### src/rtl/pcf_defs.svh
// pcf_defs.svh: bit positions, reset values and fixed codes of the control register bank
// assumes: included by bare name from pcf_fault_dec and pcf_ctrl_bank
`ifndef PCF_DEFS_SVH
`define PCF_DEFS_SVH

// ------------------------------------------------------------
// register selects for move-to / move-from control register
// ------------------------------------------------------------
`define PCF_SEL_MCW 2'h0
`define PCF_SEL_PBR 2'h3
`define PCF_SEL_EXT 2'h2

// ------------------------------------------------------------
// machine_control_word bit positions
// ------------------------------------------------------------
`define PCF_MCW_PAGING 31
`define PCF_MCW_CD 30
`define PCF_MCW_NW 29
`define PCF_MCW_AM 18
`define PCF_MCW_WP 16
`define PCF_MCW_NE 5
`define PCF_MCW_EM 2
`define PCF_MCW_MP 1
`define PCF_MCW_PROT 0
`define PCF_MCW_TS 3

// ------------------------------------------------------------
// page_base_register bit positions
// ------------------------------------------------------------
`define PCF_PBR_PCD 4
`define PCF_PBR_PWT 3

// ------------------------------------------------------------
// extension_control bit positions
// ------------------------------------------------------------
`define PCF_EXT_VME 0
`define PCF_EXT_PVI 1
`define PCF_EXT_TSD 2
`define PCF_EXT_DE 3
`define PCF_EXT_PSE 4
`define PCF_EXT_PAE 5
`define PCF_EXT_MCE 6
`define PCF_EXT_PGE 7
`define PCF_EXT_PCE 8
`define PCF_EXT_OSFX 9
`define PCF_EXT_OSXF 10

// ------------------------------------------------------------
// reset values and fixed codes
// ------------------------------------------------------------
`define PCF_EXT_RST 32'h0000_0000
`define PCF_MCW_RST 32'h0000_0000
`define PCF_PBR_RST 32'h0000_0000
`define PCF_FCW_ABSENT 16'hffff
`define PCF_FCW_PRESENT 16'h037f
`define PCF_VEC_NOFPU 8'h07
`define PCF_VEC_UD 8'h06
`define PCF_VEC_GP 8'h0d
`define PCF_VEC_AC 8'h11
`define PCF_VEC_MC 8'h12
`define PCF_PAGE_4K 2'h0
`define PCF_PAGE_4M 2'h1
`define PCF_PAGE_2M 2'h2

`endif

### src/rtl/pcf_pkg.sv
// pcf_pkg.sv: types shared by the control register bank modules
// assumes: compiled before every design module
package pcf_pkg;
  // register update phase, one-hot
  typedef enum logic [2:0] {
    PCF_IDLE = 3'b001,
    PCF_WRITE = 3'b010,
    PCF_FLUSH = 3'b100
  } pcf_phase_t;
endpackage

### src/rtl/pcf_flag_if.sv
// pcf_flag_if.sv: control words handed from the register bank to the decision logic, decoded fault flags handed back
// assumes: both ends share clk_sys
`timescale 1ns/1ns
interface pcf_flag_if;
  logic [31:0] mcw;
  logic [31:0] ext;
  logic fpu_trap;
  logic wait_trap;
  logic dbg_ud;
  logic tsc_fault;
  logic pmc_fault;
  logic mc_raise;
  logic ac_raise;
  logic wp_fault;
  modport bank (output mcw, output ext, input fpu_trap, input wait_trap, input dbg_ud,
    input tsc_fault, input pmc_fault, input mc_raise, input ac_raise, input wp_fault);
  modport dec (input mcw, input ext, output fpu_trap, output wait_trap, output dbg_ud,
    output tsc_fault, output pmc_fault, output mc_raise, output ac_raise, output wp_fault);
endinterface

### src/rtl/pcf_fault_dec.sv
// pcf_fault_dec.sv: combinational fault decisions from the control flags
// assumes: request qualifiers arrive already synchronous to clk_sys
`timescale 1ns/1ns
`include "pcf_defs.svh"
module pcf_fault_dec (
  pcf_flag_if.dec flg,
  input wire logic fp_op,
  input wire logic wait_op,
  input wire logic dbg_alias_ref,
  input wire logic tsc_op,
  input wire logic pmc_op,
  input wire logic [1:0] cpl,
  input wire logic hw_err,
  input wire logic misaligned,
  input wire logic align_flag,
  input wire logic sup_write_ro
);
  // ------------------------------------------------------------
  // decisions
  // ------------------------------------------------------------
  always_comb begin
    flg.fpu_trap = fp_op & flg.mcw[`PCF_MCW_EM];
    // wait-type ops look at task_switched only with monitoring on, whatever emulate_fpu is
    flg.wait_trap = wait_op & flg.mcw[`PCF_MCW_MP] & flg.mcw[`PCF_MCW_TS];
    flg.dbg_ud = dbg_alias_ref & flg.ext[`PCF_EXT_DE];
    flg.tsc_fault = tsc_op & flg.ext[`PCF_EXT_TSD] & (cpl != 2'h0);
    flg.pmc_fault = pmc_op & ~flg.ext[`PCF_EXT_PCE] & (cpl != 2'h0);
    flg.mc_raise = hw_err & flg.ext[`PCF_EXT_MCE];
    flg.ac_raise = misaligned & flg.mcw[`PCF_MCW_AM] & align_flag & (cpl == 2'h3);
    flg.wp_fault = sup_write_ro & flg.mcw[`PCF_MCW_WP];
  end
endmodule

### src/rtl/pcf_ctrl_bank.sv
// pcf_ctrl_bank.sv: control register bank (word, page base, extension) with fault outputs
// assumes: core drives move-to/move-from requests on clk_sys; pins are synchronised here
`timescale 1ns/1ns
`include "pcf_defs.svh"

// Overview of operation
// - emulate_fpu set traps floating-point to emulator
// - monitor_coprocessor makes wait ops test task_switched
// - control word reads ffff absent, 037f present
// - emulate set raises vector 7 on fp
// - reset clears extension_control to zero
// - extension bit 10 is os_simd_fault_support
// - extension bit 9 is os_vector_state_save
// - bit 5 widens physical address to 36 with paging on
// - global pages survive flush when enabled
// - bit 8 lets any level read counters
// - bit 4 enables 4M or 2M pages
// - virtual interrupt flag in v86 and protected
// - timestamp_restrict faults reads above level 0
// - breakpoint_extensions makes alias refs undefined-opcode
// - hw_error_trap_enable gates machine-check
// - numeric_error_report selects internal error reporting
// - supervisor_write_guard blocks supervisor read-only writes
// - align check needs mask and flag
// - no-writethrough suppresses invalidates and hit writethroughs
// - cache_disable clear enables internal cache
// - page flags drive pins on non-paged cycles with paging on
module pcf_ctrl_bank (
  input wire logic clk_sys,
  input wire logic nrst,
  input wire logic clk_en,
  input wire logic wr_en,
  input wire logic rd_en,
  input wire logic [1:0] reg_sel,
  input wire logic [31:0] wr_data,
  input wire logic task_switch,
  input wire logic fp_op,
  input wire logic wait_op,
  input wire logic fcw_store,
  input wire logic dbg_alias_ref,
  input wire logic tsc_op,
  input wire logic pmc_op,
  input wire logic [1:0] cpl,
  input wire logic v86_mode,
  input wire logic misaligned,
  input wire logic align_flag,
  input wire logic sup_write_ro,
  input wire logic nonpaged_cycle,
  input wire logic coproc_present_pin,
  input wire logic hw_err_pin,
  output logic [31:0] rd_data,
  output logic [15:0] fcw_data,
  output logic exc_valid,
  output logic [7:0] exc_vector,
  output logic fpu_pass,
  output logic fpu_err_internal,
  output logic cache_en,
  output logic cache_wt_en,
  output logic page_cache_off_pin,
  output logic page_writethrough_pin,
  output logic addr36_en,
  output logic [1:0] big_page_size,
  output logic virq_en,
  output logic tlb_flush,
  output logic tlb_keep_global
);
  pcf_flag_if flg ();
  pcf_pkg::pcf_phase_t phase_q, phase_d;

  logic [31:0] mcw_q, mcw_d, pbr_q, pbr_d, ext_q, ext_d;
  logic cop_s1_q, cop_s2_q, err_s1_q, err_s2_q;
  logic [31:0] rd_data_d;
  logic [15:0] fcw_data_d;
  logic exc_valid_d;
  logic [7:0] exc_vector_d;
  logic fpu_pass_d, fpu_err_d, cache_en_d, cache_wt_d, pcd_d, pwt_d, a36_d, virq_d;
  logic [1:0] page_d;
  logic flush_d, keep_d;
  logic paging;

  // ------------------------------------------------------------
  // pin synchronisers
  // ------------------------------------------------------------
  // coprocessor presence and hardware error arrive asynchronously
  always_ff @(posedge clk_sys) begin
    if (!nrst) begin
      cop_s1_q <= 1'b0;
      cop_s2_q <= 1'b0;
      err_s1_q <= 1'b0;
      err_s2_q <= 1'b0;
    end else if (clk_en) begin
      cop_s1_q <= coproc_present_pin;
      cop_s2_q <= cop_s1_q;
      err_s1_q <= hw_err_pin;
      err_s2_q <= err_s1_q;
    end
  end

  // ------------------------------------------------------------
  // fault decisions
  // ------------------------------------------------------------
  assign flg.mcw = mcw_q;
  assign flg.ext = ext_q;

  pcf_fault_dec u_dec (
    .flg(flg),
    .fp_op(fp_op),
    .wait_op(wait_op),
    .dbg_alias_ref(dbg_alias_ref),
    .tsc_op(tsc_op),
    .pmc_op(pmc_op),
    .cpl(cpl),
    .hw_err(err_s2_q),
    .misaligned(misaligned),
    .align_flag(align_flag),
    .sup_write_ro(sup_write_ro)
  );

  // ------------------------------------------------------------
  // register next state
  // ------------------------------------------------------------
  // a write lands in one cycle; a page base write or a task switch raises the flush in that same cycle
  always_comb begin
    mcw_d = mcw_q;
    pbr_d = pbr_q;
    ext_d = ext_q;
    phase_d = pcf_pkg::PCF_IDLE;
    flush_d = 1'b0;
    keep_d = 1'b0;
    unique case (phase_q)
      pcf_pkg::PCF_IDLE, pcf_pkg::PCF_WRITE, pcf_pkg::PCF_FLUSH: begin
        if (wr_en) begin
          phase_d = pcf_pkg::PCF_WRITE;
          unique case (reg_sel)
            `PCF_SEL_MCW: mcw_d = wr_data;
            `PCF_SEL_PBR: begin
              pbr_d = wr_data;
              phase_d = pcf_pkg::PCF_FLUSH;
            end
            // only the documented extension bits hold state, the rest read zero
            `PCF_SEL_EXT: ext_d = {21'h0, wr_data[10:0]};
            default: ;
          endcase
        end
        if (task_switch) begin
          phase_d = pcf_pkg::PCF_FLUSH;
          mcw_d[`PCF_MCW_TS] = 1'b1;
        end
        if (phase_d == pcf_pkg::PCF_FLUSH) begin
          flush_d = 1'b1;
          keep_d = ext_q[`PCF_EXT_PGE];
        end
      end
      default: phase_d = pcf_pkg::PCF_IDLE;
    endcase
  end

  // hardware reset clears every register, extension_control included
  always_ff @(posedge clk_sys) begin
    if (!nrst) begin
      mcw_q <= `PCF_MCW_RST;
      pbr_q <= `PCF_PBR_RST;
      ext_q <= `PCF_EXT_RST;
      phase_q <= pcf_pkg::PCF_IDLE;
    end else if (clk_en) begin
      mcw_q <= mcw_d;
      pbr_q <= pbr_d;
      ext_q <= ext_d;
      phase_q <= phase_d;
    end
  end

  // ------------------------------------------------------------
  // read path
  // ------------------------------------------------------------
  // unmapped selects and idle cycles read zero, so the return bus stays quiet
  always_comb begin
    rd_data_d = 32'h0;
    if (rd_en) begin
      unique case (reg_sel)
        `PCF_SEL_MCW: rd_data_d = mcw_q;
        `PCF_SEL_PBR: rd_data_d = pbr_q;
        `PCF_SEL_EXT: rd_data_d = ext_q;
        default: rd_data_d = 32'h0;
      endcase
    end
    // the missing unit leaves the bus floating high, hence all ones
    fcw_data_d = fcw_data;
    if (fcw_store) begin
      fcw_data_d = cop_s2_q ? `PCF_FCW_PRESENT : `PCF_FCW_ABSENT;
    end
  end

  // read data stands one cycle; the stored control word holds until the next store
  always_ff @(posedge clk_sys) begin
    if (!nrst) begin
      rd_data <= 32'h0;
      fcw_data <= 16'h0;
    end else if (clk_en) begin
      rd_data <= rd_data_d;
      fcw_data <= fcw_data_d;
    end
  end

  // ------------------------------------------------------------
  // exception request
  // ------------------------------------------------------------
  // priority: machine check, undefined opcode, device, general, alignment
  // one vector leaves per cycle; a losing lower cause is not held for later
  always_comb begin
    exc_valid_d = 1'b1;
    exc_vector_d = 8'h00;
    if (flg.mc_raise) begin
      exc_vector_d = `PCF_VEC_MC;
    end else if (flg.dbg_ud) begin
      exc_vector_d = `PCF_VEC_UD;
    end else if (flg.fpu_trap || flg.wait_trap) begin
      exc_vector_d = `PCF_VEC_NOFPU;
    end else if (flg.tsc_fault || flg.pmc_fault || flg.wp_fault) begin
      exc_vector_d = `PCF_VEC_GP;
    end else if (flg.ac_raise) begin
      exc_vector_d = `PCF_VEC_AC;
    end else begin
      exc_valid_d = 1'b0;
    end
  end

  // a request stands for one cycle only: the core takes it then or it is gone
  always_ff @(posedge clk_sys) begin
    if (!nrst) begin
      exc_valid <= 1'b0;
      exc_vector <= 8'h00;
    end else if (clk_en) begin
      exc_valid <= exc_valid_d;
      exc_vector <= exc_vector_d;
    end
  end

  // ------------------------------------------------------------
  // mode levels and page pins
  // ------------------------------------------------------------
  assign paging = mcw_q[`PCF_MCW_PAGING] & mcw_q[`PCF_MCW_PROT];

  // mode levels trail a register write by one cycle
  always_comb begin
    fpu_pass_d = fp_op & ~mcw_q[`PCF_MCW_EM];
    fpu_err_d = mcw_q[`PCF_MCW_NE];
    cache_en_d = ~mcw_q[`PCF_MCW_CD];
    cache_wt_d = ~mcw_q[`PCF_MCW_NW];
    // page flags reach the pins only for non-paged cycles with paging on
    pcd_d = paging & nonpaged_cycle & pbr_q[`PCF_PBR_PCD];
    pwt_d = paging & nonpaged_cycle & pbr_q[`PCF_PBR_PWT];
    a36_d = paging & ext_q[`PCF_EXT_PAE];
    page_d = `PCF_PAGE_4K;
    if (ext_q[`PCF_EXT_PSE]) begin
      page_d = a36_d ? `PCF_PAGE_2M : `PCF_PAGE_4M;
    end
    // virtual interrupt support follows the mode the core runs in
    virq_d = v86_mode ? ext_q[`PCF_EXT_VME]
      : (mcw_q[`PCF_MCW_PROT] & ext_q[`PCF_EXT_PVI]);
  end

  // every level leaves from a flip-flop, one cycle after its cause
  always_ff @(posedge clk_sys) begin
    if (!nrst) begin
      fpu_pass <= 1'b0;
      fpu_err_internal <= 1'b0;
      cache_en <= 1'b0;
      cache_wt_en <= 1'b0;
      page_cache_off_pin <= 1'b0;
      page_writethrough_pin <= 1'b0;
      addr36_en <= 1'b0;
      big_page_size <= 2'h0;
      virq_en <= 1'b0;
    end else if (clk_en) begin
      fpu_pass <= fpu_pass_d;
      fpu_err_internal <= fpu_err_d;
      cache_en <= cache_en_d;
      cache_wt_en <= cache_wt_d;
      page_cache_off_pin <= pcd_d;
      page_writethrough_pin <= pwt_d;
      addr36_en <= a36_d;
      big_page_size <= page_d;
      virq_en <= virq_d;
    end
  end

  // ------------------------------------------------------------
  // tlb flush pulses
  // ------------------------------------------------------------
  // a pulse stands one cycle; the keep flag rides with it only under global pages
  always_ff @(posedge clk_sys) begin
    if (!nrst) begin
      tlb_flush <= 1'b0;
      tlb_keep_global <= 1'b0;
    end else if (clk_en) begin
      tlb_flush <= flush_d;
      tlb_keep_global <= keep_d;
    end
  end
endmodule

### config.mk
export PLATFORM = sky130hd
export DESIGN_NAME = pcf_ctrl_bank
export DESIGN_NICKNAME = d
export VERILOG_FILES = /design/src/rtl/pcf_pkg.sv /design/src/rtl/pcf_flag_if.sv /design/src/rtl/pcf_fault_dec.sv /design/src/rtl/pcf_ctrl_bank.sv
export VERILOG_INCLUDE_DIRS = /design/src /design/src/rtl
export SDC_FILE = /design/constraint.sdc
export NUM_CORES = 1
export LEC_CHECK = 0
export BUFFER_PORTS_ARGS = -buffer_cell sky130_fd_sc_hd__buf_2
export CAP_MARGIN = 15
export CORE_MARGIN = 10
export CORE_UTILIZATION = 46
export CTS_CLUSTER_SIZE = 16
export DETAILED_ROUTE_END_ITERATION = 8
export PLACE_DENSITY_LB_ADDON = 0.3
export SYNTH_ARGS = -nofsm -noshare
export SYNTH_HDL_FRONTEND = slang
export SYNTH_SLANG_ARGS = --single-unit
### constraint.sdc
create_clock -name clk_sys -period 2.2 [get_ports clk_sys]
set_input_delay 0.44 -clock clk_sys [delete_from_list [all_inputs] [get_ports clk_sys]]
set_output_delay 0.44 -clock clk_sys [all_outputs]
set_load 0.01 [all_outputs]
# Word level (Yosys, flattened, before mapping)
# Index checks and enable logic that the tools add are counted.
# totals
mem_count	0
latch_bits	0
regBits	151
ram_bits	0
output_inout_bits	69
rom_bits	0
elab_cells	96
# op_classes
bitwise	24
reduce_logical	13
n_mul	0
n_eq_ne	7
add_sub_neg	0
shifts	0
n_mux	28
n_div	0
n_lt_le_gt_ge	0
# ops
cell	count
32-bit case mux with 3 select lines	1
32-bit two-way mux	1
5-bit two-way mux	5
1-bit AND	20
16-bit two-way mux	1
4-bit AND reduction	4
3-bit two-way mux	5
1-bit two-way mux	11
4-bit two-way mux	2
2-bit == test (second input constant)	3
3-bit == test (second input constant)	2
2-bit nonzero test	3
2-bit two-way mux	2
1-bit inverter	4
3-bit by 1-bit == test with 1-bit output (second input constant)	1
3-bit by 2-bit == test with 1-bit output (second input constant)	1
1-bit logical OR	3
3-bit OR reduction	1
2-bit zero test	1
2-bit AND reduction	1

# Logic depth before layout (Yosys ltp)
# depth
word_depth	9
depth_mapped	7
mapped_depth_nobuf	4

# Cells and area by module
# A second synthesis with hierarchy kept.
# hier_totals
hier_cells	595
area_unflattened_um2	5465.2
# modules_own_cells
module	n_inst	area_per_inst_um2	seq_area_each_um2	cells_per_inst
pcf_ctrl_bank	1	5397.7	2682.6	583
pcf_fault_dec	1	67.6	0.0	12

# Least setup slack after synthesis
# No wires, ideal clock.
# synth_timing
path_type	input -> register
from	in reg_sel[0]
to	reg rd_data[10]
arrival_time_ps	1523
path_slack_ps	563
path_stages	6
path_buffers	2
setup_time_ps	115
t_required_ps	2085
path_cell_list	buf_2 -> buf_2 -> mux2_2 -> a22oi_1 -> o22ai_1 -> and2_1
# synth_between
elab_chain_cells	3
elab_cells_between_ends	5
# synth_lines
item	line	rtl
start, declared	pcf_ctrl_bank.sv:34	input wire logic [1:0] reg_sel,
2-bit == test / 2-bit zero test (equally long branches)	pcf_ctrl_bank.sv:180	unique case (reg_sel)
32-bit case mux with 3 select lines *	pcf_ctrl_bank.sv:180	
32-bit two-way mux *	pcf_ctrl_bank.sv:179	if (rd_en) begin
end signal, assigned	pcf_ctrl_bank.sv:200	rd_data <= rd_data_d;
end, declared	pcf_ctrl_bank.sv:51	output logic [31:0] rd_data,
# Mark *: on every way between the ends. The rest lies on a longest branch, timed or not.
# A chain may end at the register's enable or synchronous reset.

# Worst setup path after layout
# layout_timing
from	reg phase_q[2]
to	reg mcw_q[23], in the netlist flg.mcw[23]
# layout_between
elab_chain_cells	3
elab_cells_between_ends	5
# layout_lines
item	line	rtl
start, declared	pcf_ctrl_bank.sv:68	pcf_pkg::pcf_phase_t phase_q, phase_d;
start signal, assigned	pcf_ctrl_bank.sv:164	phase_q <= pcf_pkg::PCF_IDLE;
start signal, assigned	pcf_ctrl_bank.sv:169	phase_q <= phase_d;
3-bit by 1-bit == test with 1-bit output (tied with other cells)	pcf_ctrl_bank.sv:130	unique case (phase_q)
3-bit OR reduction *	pcf_ctrl_bank.sv:130	
4-bit AND reduction (no source line) *	-	
end signal, assigned	pcf_ctrl_bank.sv:161	mcw_q <= `PCF_MCW_RST;
end signal, assigned	pcf_ctrl_bank.sv:166	mcw_q <= mcw_d;
end, declared	pcf_ctrl_bank.sv:70	logic [31:0] mcw_q, mcw_d, pbr_q, pbr_d, ext_q, ext_d;
# Marked as above.

==> flow_summary.json <==
{
  "status": "complete, no violations",
  "async_reset_ff_share_pct": 0,
  "initial_utilization_pct": 47.5,
  "power.density_mw_per_mm2": 829,
  "netlist_instances": 619,
  "tightest_slew_ns": 0.587,
  "cts_tree": "built",
  "cts_setup_buffers": 0,
  "synth_seq_cells": 134,
  "ys.flop_type": "dfxtp_1",
  "final_nets": 771,
  "die_x_um": 132,
  "port_buffers": 120,
  "cts_root_buf": "clkbuf_16",
  "startpoint_type": "register",
  "rsz0062_at_grt": "no",
  "clkPwrFrac_pct": 49.2,
  "antenna_cells": 0,
  "seqPwrFrac_pct": 43.4,
  "insertion_delay_ns": 0.42,
  "die_area_sq_mm": 0.0174,
  "clockBufferDepth": 2,
  "pin_count": 124,
  "cts_resized": 0,
  "holdWs_ns": 0.292,
  "clk_pin_slew_ns": 0.05,
  "synth_area_sq_mm": 0.00577,
  "grt_usage_pct": 17.3,
  "finalSetupViolations": 0,
  "rows": 40,
  "h-tree-depth": 4,
  "critPathArrivalTime_ns": 1.92,
  "critPathMaxFanout": 24,
  "areaGrowthSynthToFinish_pct": 21.5,
  "max-slew-margin-rel_pct": 60.5,
  "via_count": 4735,
  "grt_overflow_total": 0,
  "cts_buffers": 17,
  "hold_viol": 0,
  "final.min_clock_period_ns": 1.57,
  "viasPerCell": 5.28,
  "p_leak_uw": 0.00284,
  "routed_wl_um": 15200,
  "wl_per_cell_um": 17.0,
  "drtIter0Drc": 365,
  "clock_skew_ns": 0.0154,
  "yosysWarnings": 0,
  "required_ns": 2.54,
  "hold_depth": 3,
  "internal_power_uw": 4510,
  "gp_congestion": 0.832,
  "yosys.area.top_type": "dfxtp_1",
  "cp-end-kind": "register",
  "clock-sinks": 134,
  "synth.distinct_cells": 42,
  "hp-class": "in -> reg",
  "grt_pass1_vias": 4841,
  "dieHeight_um": 132,
  "postCtsHoldBufs": 0,
  "drc": 0,
  "ant_nets": 0,
  "grt_pass1_wl_um": 24700,
  "drive_above_1_share_pct": 25.4,
  "power_frac_comb_pct": 7.4,
  "synth_edf_count": 0,
  "netSwitchingFraction_pct": 22.4,
  "dp_hpwl_um": 10600,
  "drv_slew": 0,
  "grt_max_degree": 46,
  "coreArea_sq_mm": 0.0122,
  "synthTopCellsByArea": "dfxtp_1 (46%), mux2i_1 (14%), nand2_1 (7.7%)",
  "fmax_mhz": 635,
  "synth_seq_area_share_pct": 46.5,
  "first_pass_iters": 5,
  "antenna_found_initial": 0,
  "power.switching_uw": 1300,
  "drv_cap": 0,
  "avgSynthCellArea_sq_um": 9.32,
  "timing.setup.tns_ns": 0,
  "worst-r2r-cell-count": 5,
  "synth_top_cell_area_share_pct": 46.5,
  "n_fill_cell": 1077,
  "path_class": "reg -> reg",
  "ir_worst_vdd_uv": 414,
  "finalCritPeriodShare_pct": 71.5
}
[power groups by stage]
stage                     logic [uW]  registers (uW)  clock network, uW
after floorplan                  282            2570                  0
after global placement           422            2570                  0
after detailed placement         430            2570                  0
after CTS                        431            2520               2910
after global routing             470            2530               3000
final                            430            2520               2860
[cell usage after synthesis (4+ instances only)]
| cell | number |
|---|---|
| dfxtp_1 | 134 |
| nand2_1 | 118 |
| mux2i_1 | 80 |
| and2_1 | 38 |
| inv_1 | 36 |
| o22ai_1 | 33 |
| a22oi_1 | 32 |
| clkbuf_1 | 22 |
| buf_4 | 17 |
| buf_2 | 12 |
| mux2_2 | 12 |
| nor2b_1 | 10 |
| nand2b_1 | 8 |
| o21ai_0 | 8 |
| a21boi_0 | 7 |
| buf_6 | 7 |
| a21oi_1 | 5 |
| nor2_1 | 5 |
| buf_1 | 4 |
| o211a_1 | 4 |
[sequential cells by signal, summed over array words and instances, names as in the netlist, 2 cells and up]
register / count
exc_vector: 5
pbr_q: 32
ext_q: 11
phase_q: 3
flg.mcw: 32
fcw_data: 2
big_page_size: 2
rd_data: 32
[layout make-up]
type / count / area, sq um / area share (%)
clock buffers: 22 / 474 / 6.76
clock inverters: 9 / 125 / 1.78
inverters: 36 / 135 / 1.93
multi-input cells: 389 / 2600 / 37.1
flip-flops and latches: 134 / 2680 / 38.2
well taps: 168 / 210 / 3.00
repair buffers: 138 / 788 / 11.2
[layout by cell type (no fill, tap or decap), types with 4 or more instances in the layout]
master,instances
o211a_1,4
buf_12,4
buf_2,119
clkinv_2,4
a22oi_1,32
inv_1,36
mux2_2,12
mux2i_1,80
nor2b_1,10
a21oi_1,5
buf_4,15
o22ai_1,33
and2_1,38
nand2_1,118
clkbuf_16,17
o21ai_0,8
dfxtp_1,134
nor2_1,4
nand2b_1,8
a21boi_0,7
[metal layers]
| metal | vias up | track usage, % | wire length, um |
|---|---|---|---|
| met5 | - | 0 | 0 |
| met4 | 0 | 6.92 | 273 |
| met3 | 22 | 5.68 | 1230 |
| met2 | 188 | 27.0 | 6990 |
| met1 | 2252 | 21.6 | 6750 |
| li1 | 2273 | - | - |
[worst paths after layout]
kind | start | end | slack [ns]
min reg2reg | pbr_q[17] | pbr_q[17] | 0.46
max | phase_q[2] | flg.mcw[23] | 0.63
min | wr_data[21] | pbr_q[21] | 0.29
max reg2reg | phase_q[2] | flg.mcw[23] | 0.63
[stage by stage]
step	total power [uW]	area [sq um]	util [%]	instances	setup WS, ns
3_3_place_gp	2990	6420	52.8	865	0.397
3_5_place_dp	3000	6420	52.8	865	0.386
6_report	5810	7020	57.7	896	0.626
2_1_floorplan	2850	5780	-	621	0.563
5_1_grt	6000	7020	57.7	896	0.520
4_1_cts	5860	7020	57.7	896	0.599
[worst max-delay path, stage by stage, from the launching register on]
cell and delay, ns:
dfxtp_1 0.39, xor2_1 0.30, a22oi_4 0.15, nor3_4 0.19
buf_12 0.25, mux2i_1 0.22
[cells by family after synthesis]
kind of cell,share of synthesized area [%]
compound gates,12.3
buf+inv,8.65
simple gates,16.2
other cells,0.0650
flops,46.5
mux,16.2
xor+xnor,0.152
No activity file was read; power rests on OpenSTA's default activity.
